### config.mk
export PLATFORM = sky130hd
export DESIGN_NAME = wdtw_top
export DESIGN_NICKNAME = d
export VERILOG_FILES = /design/src/wdtw_pkg.sv /design/src/wdtw_low_power_rc_osc.sv /design/src/wdtw_scaler.sv /design/src/wdtw_top.sv
export SDC_FILE = /design/constraint.sdc
export NUM_CORES = 1
export LEC_CHECK = 0
export ABC_AREA = 1
export BUFFER_PORTS_ARGS = -buffer_cell sky130_fd_sc_hd__buf_2
export CORE_ASPECT_RATIO = 1.75
export CORE_MARGIN = 2
export CORE_UTILIZATION = 56
export DETAILED_ROUTE_END_ITERATION = 8
export GPL_ROUTABILITY_DRIVEN = 0
export PLACE_DENSITY_LB_ADDON = 0.05
export SLEW_MARGIN = 30
export SYNTH_ARGS = -nofsm -noshare
export SYNTH_HDL_FRONTEND = slang
export SYNTH_HIERARCHICAL = 1
export SYNTH_SLANG_ARGS = --single-unit
### constraint.sdc
create_clock -name i_ref_clk -period 5.4 [get_ports i_ref_clk]
set_input_delay 0 -clock i_ref_clk [delete_from_list [all_inputs] [get_ports i_ref_clk]]
set_output_delay 0 -clock i_ref_clk [all_outputs]
set_load 0.01 [all_outputs]
### src/wdtw_pkg.sv
// package for the windowed watchdog: register map, fields, timing counts
// assumes a 100 MHz system clock and a nominal 32 kHz low-power oscillator
package wdtw_pkg;
   // register offsets (word index on the plain register port)
   localparam logic [3:0] WDTW_ADDR_CFG = 4'h0; // watchdog_config_word
   localparam logic [3:0] WDTW_ADDR_RESET_CONTROL_REG = 4'h1; // reset_control_reg
   localparam logic [3:0] WDTW_ADDR_STAT = 4'h2; // live counter state
   localparam int WDTW_AW = 4;
   localparam int WDTW_DW = 16;
   // configuration word fields
   localparam int WDTW_CFG_POST_LSB = 0;
   localparam int WDTW_CFG_PRE_BIT = 4;
   localparam int WDTW_CFG_FUSE_BIT = 5;
   localparam int WDTW_CFG_WIN_BIT = 6;
   localparam logic [15:0] WDTW_CFG_RST = 16'h007F;
   // reset control fields
   localparam int WDTW_RC_IDLE_BIT = 2;
   localparam int WDTW_RC_SLEEP_BIT = 3;
   localparam int WDTW_RC_WATCHDOG_TIMEOUT_FLAG_BIT = 4;
   localparam int WDTW_RC_SWEN_BIT = 5;
   // oscillator and prescale timing
   localparam int WDTW_CLK_HZ = 100_000_000;
   localparam int WDTW_LOW_POWER_RC_OSC_HZ = 32_000;
   localparam int WDTW_LOW_POWER_RC_OSC_DIV = WDTW_CLK_HZ / WDTW_LOW_POWER_RC_OSC_HZ / 2;
   localparam int WDTW_PRE_SHORT = 32;
   localparam int WDTW_PRE_LONG = 128;
   localparam int WDTW_POST_W = 16;
   // core power state
   typedef enum logic [1:0] {WDTW_RUN, WDTW_SLEEP, WDTW_IDLE} wdtw_pwr_t;
endpackage : wdtw_pkg

### src/wdtw_low_power_rc_osc.sv
// low-power oscillator model: divides the system clock to a 32 kHz tick
// assumes one clock domain; the tick is a one-cycle enable pulse
`timescale 1ns/1ns
module wdtw_low_power_rc_osc
(
   // clock and reset
   input wire logic i_ref_clk,
   input wire logic i_sys_rst,
   // control
   input wire logic i_osc_on,
   // tick out
   output logic o_tick
);
   import wdtw_pkg::*;
   logic [15:0] cnt_r, cnt_nxt;
   logic tick_nxt;
   // count one full oscillator period while forced on
   always_comb begin
      cnt_nxt = cnt_r;
      tick_nxt = 1'b0;
      if (!i_osc_on) begin
         cnt_nxt = 16'h0000;
      end else if (cnt_r == 16'(WDTW_CLK_HZ / WDTW_LOW_POWER_RC_OSC_HZ - 1)) begin
         cnt_nxt = 16'h0000;
         tick_nxt = 1'b1;
      end else begin
         cnt_nxt = cnt_r + 16'h0001;
      end
   end
   always_ff @(posedge i_ref_clk or posedge i_sys_rst) begin
      if (i_sys_rst) begin
         cnt_r <= 16'h0000;
         o_tick <= 1'b0;
      end else begin
         cnt_r <= cnt_nxt;
         o_tick <= tick_nxt;
      end
   end
endmodule : wdtw_low_power_rc_osc

### src/wdtw_scaler.sv
// prescaler plus postscaler chain producing expiry and window-open flags
// assumes i_tick is a one-cycle pulse at the oscillator rate
`timescale 1ns/1ns
module wdtw_scaler
(
   // clock and reset
   input wire logic i_ref_clk,
   input wire logic i_sys_rst,
   // control
   input wire logic i_tick,
   input wire logic i_run,
   input wire logic i_clear,
   input wire logic i_prescale_ratio_select,
   input wire logic [3:0] i_postscale_ratio_select,
   // status
   output logic o_expire,
   output logic o_window_open,
   output logic [15:0] o_post_cnt
);
   import wdtw_pkg::*;
   logic [6:0] pre_r, pre_nxt;
   logic [15:0] post_r, post_nxt;
   logic expire_nxt;
   logic [6:0] pre_last;
   logic [15:0] post_last;
   // prescale 32 or 128; postscale 2^code
   assign pre_last = i_prescale_ratio_select ? 7'(WDTW_PRE_LONG - 1)
                                             : 7'(WDTW_PRE_SHORT - 1);
   assign post_last = 16'((17'h00001 << i_postscale_ratio_select) - 17'h1);
   // advance the chain on each oscillator tick
   always_comb begin
      pre_nxt = pre_r;
      post_nxt = post_r;
      expire_nxt = 1'b0;
      if (i_clear || !i_run) begin
         pre_nxt = 7'h00;
         post_nxt = 16'h0000;
      end else if (i_tick) begin
         if (pre_r >= pre_last) begin
            pre_nxt = 7'h00;
            if (post_r >= post_last) begin
               post_nxt = 16'h0000;
               expire_nxt = 1'b1;
            end else begin
               post_nxt = post_r + 16'h0001;
            end
         end else begin
            pre_nxt = pre_r + 7'h01;
         end
      end
   end
   // window opens in the last quarter of the period for postscale codes 2 up; codes 0 and 1 also need pre_r >= 3 * pre_last[6:2]
   assign o_window_open = ({post_r, 2'b00} >= {2'b00, post_last} * 18'd3)
                          && (post_last >= 16'h0003 || pre_r >= {2'b00, pre_last[6:2]} * 7'd3);
   assign o_post_cnt = post_r;
   always_ff @(posedge i_ref_clk or posedge i_sys_rst) begin
      if (i_sys_rst) begin
         pre_r <= 7'h00;
         post_r <= 16'h0000;
         o_expire <= 1'b0;
      end else begin
         pre_r <= pre_nxt;
         post_r <= post_nxt;
         o_expire <= expire_nxt;
      end
   end
endmodule : wdtw_scaler

### src/wdtw_top.sv
// What this block does
// - watchdog runs on low-power oscillator, forcing it on
// - prescaler divides 32 kHz by 32 or 128
// - base period 1 ms or 4 ms
// - postscaler sixteen ratios from four-bit field
// - any device reset clears all counters
// - completed clock switch clears counters
// - power-save instruction clears the counts
// - leaving sleep or idle clears counters
// - clear instruction clears all counters
// - keeps counting in sleep and idle
// - timeout in power save wakes, no reset
// - fuse enable forces run, soft bit ignored
// - without fuse, soft enable bit gates running
// - soft enable bit cleared by every reset
// - early clear in window mode resets device
// - timeout sets sticky flag, software clears
// - prescale bit one means divide by 128
// - window-off bit one means normal mode
// - postscale code maps to power-of-two ratio
//
// top of the windowed watchdog with its register port
// assumes core events arrive as one-cycle pulses on i_ref_clk
`timescale 1ns/1ns
module wdtw_top
(
   // clock and reset
   input wire logic i_ref_clk,
   input wire logic i_sys_rst,
   // register port
   input wire logic [wdtw_pkg::WDTW_AW-1:0] i_addr,
   input wire logic [wdtw_pkg::WDTW_DW-1:0] i_wdata,
   input wire logic i_wr,
   input wire logic i_rd,
   output logic [wdtw_pkg::WDTW_DW-1:0] o_rdata,
   // core events
   input wire logic i_watchdog_clear_instr,
   input wire logic i_power_save_instr,
   input wire logic i_power_save_idle,
   input wire logic i_osc_switch_done,
   input wire logic i_core_wake,
   // outputs to the system
   output logic o_wdt_reset_req,
   output logic o_wake_req,
   output logic o_low_power_rc_osc_on
);
   import wdtw_pkg::*;

   logic [15:0] cfg_r, cfg_nxt;
   logic swen_r, swen_nxt;
   logic watchdog_timeout_flag_r, watchdog_timeout_flag_nxt;
   logic sleep_f_r, sleep_f_nxt;
   logic idle_f_r, idle_f_nxt;
   wdtw_pwr_t pwr_r, pwr_nxt;
   logic [15:0] rdata_nxt;
   logic rst_req_nxt, wake_nxt, osc_nxt;
   logic enabled, clear, tick, expire, win_open;
   logic [15:0] post_cnt;
   logic early_clear, wake_evt;
   logic win_mode;

   // enable: fuse overrides, else software bit
   assign enabled = cfg_r[WDTW_CFG_FUSE_BIT] | swen_r;
   assign win_mode = ~cfg_r[WDTW_CFG_WIN_BIT];
   // window check on a clear during normal execution
   assign early_clear = enabled && win_mode && (pwr_r == WDTW_RUN)
                        && i_watchdog_clear_instr && !win_open;
   assign wake_evt = (pwr_r != WDTW_RUN) && (i_core_wake || expire);
   // every counter-clearing event
   assign clear = i_osc_switch_done
                  || (i_power_save_instr && pwr_r == WDTW_RUN)
                  || wake_evt
                  || (i_watchdog_clear_instr && pwr_r == WDTW_RUN);

   wdtw_low_power_rc_osc u_low_power_rc_osc (
      .i_ref_clk(i_ref_clk),
      .i_sys_rst(i_sys_rst),
      .i_osc_on(o_low_power_rc_osc_on),
      .o_tick(tick)
   );

   wdtw_scaler u_scaler (
      .i_ref_clk(i_ref_clk),
      .i_sys_rst(i_sys_rst),
      .i_tick(tick),
      .i_run(enabled),
      .i_clear(clear),
      .i_prescale_ratio_select(cfg_r[WDTW_CFG_PRE_BIT]),
      .i_postscale_ratio_select(cfg_r[WDTW_CFG_POST_LSB +: 4]),
      .o_expire(expire),
      .o_window_open(win_open),
      .o_post_cnt(post_cnt)
   );

   // register writes, power state and flags
   always_comb begin
      cfg_nxt = cfg_r;
      swen_nxt = swen_r;
      watchdog_timeout_flag_nxt = watchdog_timeout_flag_r;
      sleep_f_nxt = sleep_f_r;
      idle_f_nxt = idle_f_r;
      pwr_nxt = pwr_r;
      rst_req_nxt = 1'b0;
      wake_nxt = 1'b0;
      if (i_wr && i_addr == WDTW_ADDR_CFG) begin
         cfg_nxt = i_wdata;
      end else if (i_wr && i_addr == WDTW_ADDR_RESET_CONTROL_REG) begin
         swen_nxt = i_wdata[WDTW_RC_SWEN_BIT];
         watchdog_timeout_flag_nxt = i_wdata[WDTW_RC_WATCHDOG_TIMEOUT_FLAG_BIT];
         sleep_f_nxt = i_wdata[WDTW_RC_SLEEP_BIT];
         idle_f_nxt = i_wdata[WDTW_RC_IDLE_BIT];
      end
      case (pwr_r)
         WDTW_RUN: begin
            if (i_power_save_instr) begin
               pwr_nxt = i_power_save_idle ? WDTW_IDLE : WDTW_SLEEP;
               if (i_power_save_idle) begin
                  idle_f_nxt = 1'b1;
               end else begin
                  sleep_f_nxt = 1'b1;
               end
            end
         end
         default: begin
            if (wake_evt) begin
               pwr_nxt = WDTW_RUN;
               wake_nxt = expire;
            end
         end
      endcase
      // set wins over a software clear
      if (expire && enabled) begin
         watchdog_timeout_flag_nxt = 1'b1;
         if (pwr_r == WDTW_RUN) begin
            rst_req_nxt = 1'b1;
         end
      end
      if (early_clear) begin
         watchdog_timeout_flag_nxt = 1'b1;
         rst_req_nxt = 1'b1;
      end
      osc_nxt = cfg_nxt[WDTW_CFG_FUSE_BIT] | swen_nxt;
   end

   // read data, one cycle after the strobe
   always_comb begin
      rdata_nxt = 16'h0000;
      if (i_rd) begin
         if (i_addr == WDTW_ADDR_CFG) begin
            rdata_nxt = cfg_r;
         end else if (i_addr == WDTW_ADDR_RESET_CONTROL_REG) begin
            rdata_nxt[WDTW_RC_SWEN_BIT] = swen_r;
            rdata_nxt[WDTW_RC_WATCHDOG_TIMEOUT_FLAG_BIT] = watchdog_timeout_flag_r;
            rdata_nxt[WDTW_RC_SLEEP_BIT] = sleep_f_r;
            rdata_nxt[WDTW_RC_IDLE_BIT] = idle_f_r;
         end else if (i_addr == WDTW_ADDR_STAT) begin
            rdata_nxt = post_cnt;
         end
      end
   end

   // register stage; reset clears soft enable and state
   always_ff @(posedge i_ref_clk or posedge i_sys_rst) begin
      if (i_sys_rst) begin
         cfg_r <= WDTW_CFG_RST;
         swen_r <= 1'b0;
         watchdog_timeout_flag_r <= 1'b0;
         sleep_f_r <= 1'b0;
         idle_f_r <= 1'b0;
         pwr_r <= WDTW_RUN;
         o_rdata <= 16'h0000;
         o_wdt_reset_req <= 1'b0;
         o_wake_req <= 1'b0;
         o_low_power_rc_osc_on <= 1'b1;
      end else begin
         cfg_r <= cfg_nxt;
         swen_r <= swen_nxt;
         watchdog_timeout_flag_r <= watchdog_timeout_flag_nxt;
         sleep_f_r <= sleep_f_nxt;
         idle_f_r <= idle_f_nxt;
         pwr_r <= pwr_nxt;
         o_rdata <= rdata_nxt;
         o_wdt_reset_req <= rst_req_nxt;
         o_wake_req <= wake_nxt;
         o_low_power_rc_osc_on <= osc_nxt;
      end
   end
endmodule : wdtw_top

## Word level (Yosys, flattened, before mapping)

Index checks and enable logic that the tools add are counted.

- Register bits: 82
- Input port bits: 29
- Output and inout port bits: 19
- Logic and storage cells: 113

- $add $sub $neg: 4
- Multiply operators: 2
- Order comparisons: 5
- Equality and inequality tests: 5
- Shifts and indexed selects: 1
- Muxes and demuxes: 48
- Bitwise operators: 3
- Reduce and logical (&&, ||, !) cells: 29

Operator list:

| operator | number |
|---|---|
| $mux W16 | 9 |
| $add A16 B1 Y16 const B | 2 |
| $mux W7 | 4 |
| $mux W1 | 27 |
| $ge A18 B18 Y1 | 1 |
| $mul A16 B2 Y18 const B | 1 |
| $eq A16 B12 Y1 const B | 1 |
| $ge A16 B16 Y1 | 1 |
| $ge A16 B2 Y1 const B | 1 |
| $shl A1 B4 Y16 const A | 1 |
| $sub A16 B1 Y16 const B | 1 |
| $ge A7 B7 Y1 | 2 |
| $logic_and A1 B1 Y1 | 11 |
| $mux W10 | 1 |
| $mux W2 | 5 |
| $reduce_bool A2 Y1 | 4 |
| $add A7 B1 Y7 const B | 1 |
| $mul A5 B2 Y7 const B | 1 |
| $logic_or A1 B1 Y1 | 6 |
| $mux W6 | 1 |
| $reduce_and A2 Y1 | 3 |
| $eq A4 B1 Y1 const B | 1 |
| $eq A4 B2 Y1 const B | 1 |
| $logic_not A4 Y1 | 1 |
| 8 further kinds | 10 |

## Longest topological paths before layout

- Depth in word-level cells: 9
- Depth in mapped cells: 32
- Mapped depth without buffers: 32

## By module

Netlist, hierarchy kept.

Modules (own cells, without submodules):

| module | instances | cells each | area an instance (um2) | seq. area each (um2) |
|---|---|---|---|---|
| wdtw_scaler | 1 | 482 | 3260.6 | 600.6 |
| wdtw_top | 1 | 209 | 1828.0 | 1036.0 |
| wdtw_low_power_rc_osc | 1 | 127 | 942.2 | 425.4 |

## Worst setup path before layout

Ideal clock, no wire load.

- Kind: register to register
- Start point: register cfg_r[3]
- End point: register watchdog_timeout_flag_r
- Arrival: 3.792 ns
- Data required time: 5.280 ns
- Setup slack: 1.489 ns
- Stages on the path, launching flop included: 32
- Period minus slack after synthesis: 3.911 ns
- Cell sequence: dfstp_2 nor2_4 inv_1 nor2_1 inv_1 ha_1 inv_1 nand3_1 and2_1 ha_1 nand2_1 nand2_1 inv_1 nand2_1 nand3_1 nand2_1 a31oi_1 xor2_1 ha_1 nand2_1 o21ai_0 a21oi_1 nor2_1 nor2_1 o21ai_0 nand2_1 a21oi_1 nor2_1 nand2_1 nor2_1 nor2_1 nand2_1

- Longest elaborated chain between the ends: 9
- Elaborated cells on any way between the ends: 13
- Classes of those cells: add/sub: 1; mul: 1; order compare: 2; eq/ne: 1; shift: 1; mux: 1; reduce/logical: 6

Ends and longest elaborated chain:

| item | RTL line | source |
|---|---|---|
| start, declared | wdtw_top.sv:49 | `logic [15:0] cfg_r, cfg_nxt;` |
| start signal, assigned | wdtw_top.sv:176 | `cfg_r <= cfg_nxt;` |
| $shl A1 B4 Y16 * | wdtw_scaler.sv:29 | `assign post_last = 16'((17'h00001 << i_postscale_ratio_select) - 17'h1);` |
| $sub A16 B1 Y16 * | wdtw_scaler.sv:29 |  |
| $mul A16 B2 Y18 or $ge A16 B2 Y1 (tied branches) | wdtw_scaler.sv:53, wdtw_scaler.sv:54 |  |
| $ge A18 B18 Y1 or $logic_or A1 B1 Y1 (tied branches) | wdtw_scaler.sv:53, wdtw_scaler.sv:54 |  |
| $logic_and A1 B1 Y1 * | wdtw_scaler.sv:54 | `&& (post_last >= 16'h0003 \|\| pre_r >= {2'b00, pre_last[6:2]} * 7'd3);` |
| net win_open | wdtw_top.sv:57 | `logic enabled, clear, tick, expire, win_open;` |
| $logic_not A1 Y1 * | wdtw_top.sv:67 | `&& i_watchdog_clear_instr && !win_open;` |
| $logic_and A1 B1 Y1 * | wdtw_top.sv:67 |  |
| $ne A3 B2 Y1 (no source line) or $reduce_bool A3 Y1 (tied branches) | n/a |  |
| $reduce_and A2 Y1 (no source line) | n/a |  |
| end signal, assigned | wdtw_top.sv:178 | `watchdog_timeout_flag_r <= watchdog_timeout_flag_nxt;` |
| end, declared | wdtw_top.sv:51 | `logic watchdog_timeout_flag_r, watchdog_timeout_flag_nxt;` |

Mark *: on every way through the listed nets, which the timed path passes. The rest lies on a longest branch.
A chain may end at the register's enable or synchronous reset.

## Worst setup path in the final report

Same ends and word-level chain as after synthesis.

==> results.py <==
metrics = {
    "placed_design": {
        "dpl.hpwl_um": 12200,
        "io_buffers": 47,
    },
    "route": {
        "num_vias": 5662,
        "met3_length_um": 437,
        "viasPerCell": 5.55,
        "drc": 0,
        "firstDrtPassIters": 4,
        "met1_length_um": 6150,
        "drt-total-wl_um": 15900,
        "wl_met2_um": 8550,
        "drtIter0Drc": 261,
        "wl_per_cell_um": 15.6,
        "maxUsedRoutingLayer": "met4",
        "antenna_left": 0,
    },
    "yosys": {
        "synth_area_leaders": "dfrtp_1, nand2_1, ha_1, inv_1, nand3_1",
        "synth_top_area_cell": "dfrtp_1",
        "yosysMostFrequentCell": "nand2_1",
        "avgSynthCellArea_um2": 7.37,
        "synthArstFlopShare_pct": 100,
        "synth_ff_type": "dfrtp_1",
        "ys_seq_elements": 82,
        "yosysSeqAreaShare_pct": 34.2,
        "synth_cells": 818,
        "synth-edff-count": 0,
        "synthTopCellsByCount": "nand2_1, inv_1, nand3_1",
        "synth_area_um2": 6030,
        "synth_top_cell_area_share_pct": 30.7,
        "yosysWarnings": 6,
        "synth_cell_types": 44,
    },
    "clocking": {
        "postCtsHoldBufs": 19,
        "htreeDepth": 3,
        "clock_sink_count": 82,
        "cts_root_buffer": "clkbuf_16",
        "post_cts_resized": 0,
        "cts_buffers": 9,
        "worstSkewPairLatency_ns": 0.34,
        "path_clk_slew_ns": 0.06,
        "cts_tree": "done",
        "post_cts_buffers": 0,
        "cts_buffer_depth": 2,
    },
    "global_routing": {
        "antenna_found_initial": 0,
        "grt_overflow": 0,
        "grt_first_pass_wirelength_um": 26000,
        "grt_pass1_vias": 5637,
        "grt_max_degree": 44,
        "grt_usage_pct": 28.9,
    },
    "critical_path": {
        "critPathKind": "reg -> reg",
        "cp_max_fo": 10,
        "endpoint_kind": "flip-flop",
        "start_kind": "flip-flop",
        "crit_top_cell": "nand2_1",
        "cp_slowest_stage_delay_ns": 0.44,
        "arrival_ns": 4.82,
        "required_ns": 5.63,
        "r2r-start": "cfg_r[3]",
        "startpoint": "cfg_r[3]",
        "cp_slowest_cell": "dfstp_2",
    },
    "sta": {
        "grt_setup_unrepaired": "no",
        "fmax_ghz": 0.218,
        "worstMarginPinSlew_ns": 0.693,
        "finalSetupViolations": 0,
        "post-route-period-util_pct": 85.1,
        "period_minus_slack_ns": 4.59,
        "finalHoldViolCount": 0,
        "slew_headroom_pct": 53.7,
        "maxSlewViolCount": 0,
        "fin_skew_ns": 0.00661,
        "tns_ns": 0,
    },
    "worst_hold_path": {
        "hold_path.class": "in -> reg",
        "hp-start": "i_power_save_instr",
    },
    "final_layout": {
        "drive_gt1_share_pct": 12.6,
        "fillerInstances": 986,
        "n_antenna_cell": 0,
        "syn_to_final_growth_pct": 13.3,
        "layout.nets": 968,
    },
    "power": {
        "total_power_mw": 2.32,
        "peakVddDrop_v": 0.000257,
        "p_leak_nw": 3.58,
        "power.share.sequential_pct": 33.5,
        "power.share.combinational_pct": 42.0,
        "internal-power_mw": 1.37,
        "swShare_pct": 41.0,
        "pwr-share-clk_pct": 24.5,
        "p_sw_mw": 0.950,
        "p_per_area_nw_per_um2": 339,
    },
    "floorplan": {
        "die_area_um2": 11600,
        "rows": 50,
        "die_w_um": 82.4,
        "initial_utilization_pct": 57.0,
        "core_um2": 10600,
        "fp.dieH_um": 141,
        "pin_count": 48,
    },
    "flow_run": {
        "drv_cap": 0,
    },
    "status": {
        "status": "finished clean",
    },
}
[sequential cells by signal, summed over array words and instances (netlist names)]
name / count
cfg_r: 16
idle_f_r: 1
o_low_power_rc_osc_on: 1
o_rdata: 16
o_wake_req: 1
o_wdt_reset_req: 1
pwr_r: 2
sleep_f_r: 1
swen_r: 1
u_low_power_rc_osc/cnt_r: 16
u_low_power_rc_osc/o_tick: 1
u_scaler/o_expire: 1
u_scaler/o_post_cnt: 16
u_scaler/pre_r: 7
watchdog_timeout_flag_r: 1
[per-layer routing]
metal | global-route usage, % | vias to the layer above
met5 | 0 | -
met4 | 15.7 | 0
met3 | 3.88 | 49
met2 | 52.8 | 139
met1 | 30.6 | 2685
li1 | - | 2789
[cells by family after synthesis]
group	share of synthesized area (%)
XOR/XNOR	4.79
other	0.125
flip-flops	34.2
buffers and inverters	8.73
AO/OA/AOI/OAI	8.22
AND/OR/NAND/NOR	32.6
adder cells (fa/ha/maj)	11.3
[power by group through the flow]
stage / clock network, mW / logic, mW / registers, mW
5_1_grt: 0.603 / 1.11 / 0.788
3_5_place_dp: 0 / 0.956 / 0.788
6_report: 0.569 / 0.973 / 0.777
4_1_cts: 0.574 / 0.976 / 0.777
2_1_floorplan: 0 / 0.729 / 0.765
3_3_place_gp: 0 / 0.915 / 0.782
[metrics by stage]
| stage | worst slack (ns) | util (%) | std cells | hold WS [ns] | instance area (µm²) |
|---|---|---|---|---|---|
| 2_1_floorplan | 1.49 | - | 820 | -0.0739 | 6040 |
| 3_3_place_gp | 1.04 | 60.2 | 985 | 0.140 | 6370 |
| 3_5_place_dp | 0.828 | 60.2 | 985 | 0.151 | 6370 |
| 4_1_cts | 0.805 | 64.6 | 1020 | 0.0146 | 6830 |
| 5_1_grt | 0.366 | 64.6 | 1020 | 0.0109 | 6830 |
| 6_report | 0.806 | 64.6 | 1020 | 0.0215 | 6830 |
[worst max-delay path, delay by kind of cell (launching register included)]
kind	cells	cell delay (ns)
buffers and inverters	4	0.50
and+or+nand+nor	18	1.73
AOI/OAI and AO/OA	5	0.78
xor gates and xnor gates	1	0.11
adders and majority gates	3	0.93
DFF	1	0.44
[worst paths after layout]
path                                               end  slack (ns)  cells after the start
min                                           pwr_r[0]        0.02                      4
max reg2reg                    watchdog_timeout_flag_r        0.81                     31
max in group asynchronous  u_low_power_rc_osc/cnt_r[3]        4.60                      3
min reg2reg                                   cfg_r[9]        0.49                      2
min in group asynchronous            u_scaler/o_expire        0.29                      3
max                            watchdog_timeout_flag_r        0.81                     31
[cell usage in the layout (no fill, tap or decap), types with 2 or more instances in the layout]
| master | n |
|---|---|
| nor4_1 | 3 |
| nand2_2 | 4 |
| conb_1 | 4 |
| inv_1 | 109 |
| dlygate4sd3_1 | 19 |
| o21bai_1 | 4 |
| clkbuf_1 | 2 |
| o21ai_0 | 22 |
| nor3_1 | 5 |
| clkinvlp_4 | 3 |
| a21boi_0 | 2 |
| o21ai_1 | 8 |
| xnor2_1 | 7 |
| ha_1 | 53 |
| dfrtp_1 | 74 |
| a21oi_1 | 41 |
| dfstp_2 | 8 |
| nor2_4 | 5 |
| nand2_1 | 206 |
| xor2_1 | 26 |
| o21ai_2 | 2 |
| a31oi_1 | 3 |
| nand3_1 | 75 |
| buf_2 | 47 |
| nor2_2 | 8 |
| nand3_2 | 3 |
| or2_2 | 3 |
| nor2_1 | 71 |
| clkbuf_16 | 9 |
| inv_2 | 9 |
| nand2_4 | 3 |
| nand3b_1 | 4 |
| o211ai_1 | 5 |
| nand4_1 | 28 |
| buf_4 | 2 |
[area by class of cell]
cell class | instances | area (µm²) | share of cell area (%)
repair buffers | 68 | 440 | 6.45
inverters | 118 | 443 | 6.48
clock buffers | 12 | 246 | 3.61
flip-flops and latches | 82 | 2060 | 30.2
clock inverters | 4 | 27.5 | 0.403
multi-input cells | 606 | 3450 | 50.5
well taps | 130 | 163 | 2.38
Note: power is estimated with default switching activity, not from simulation.
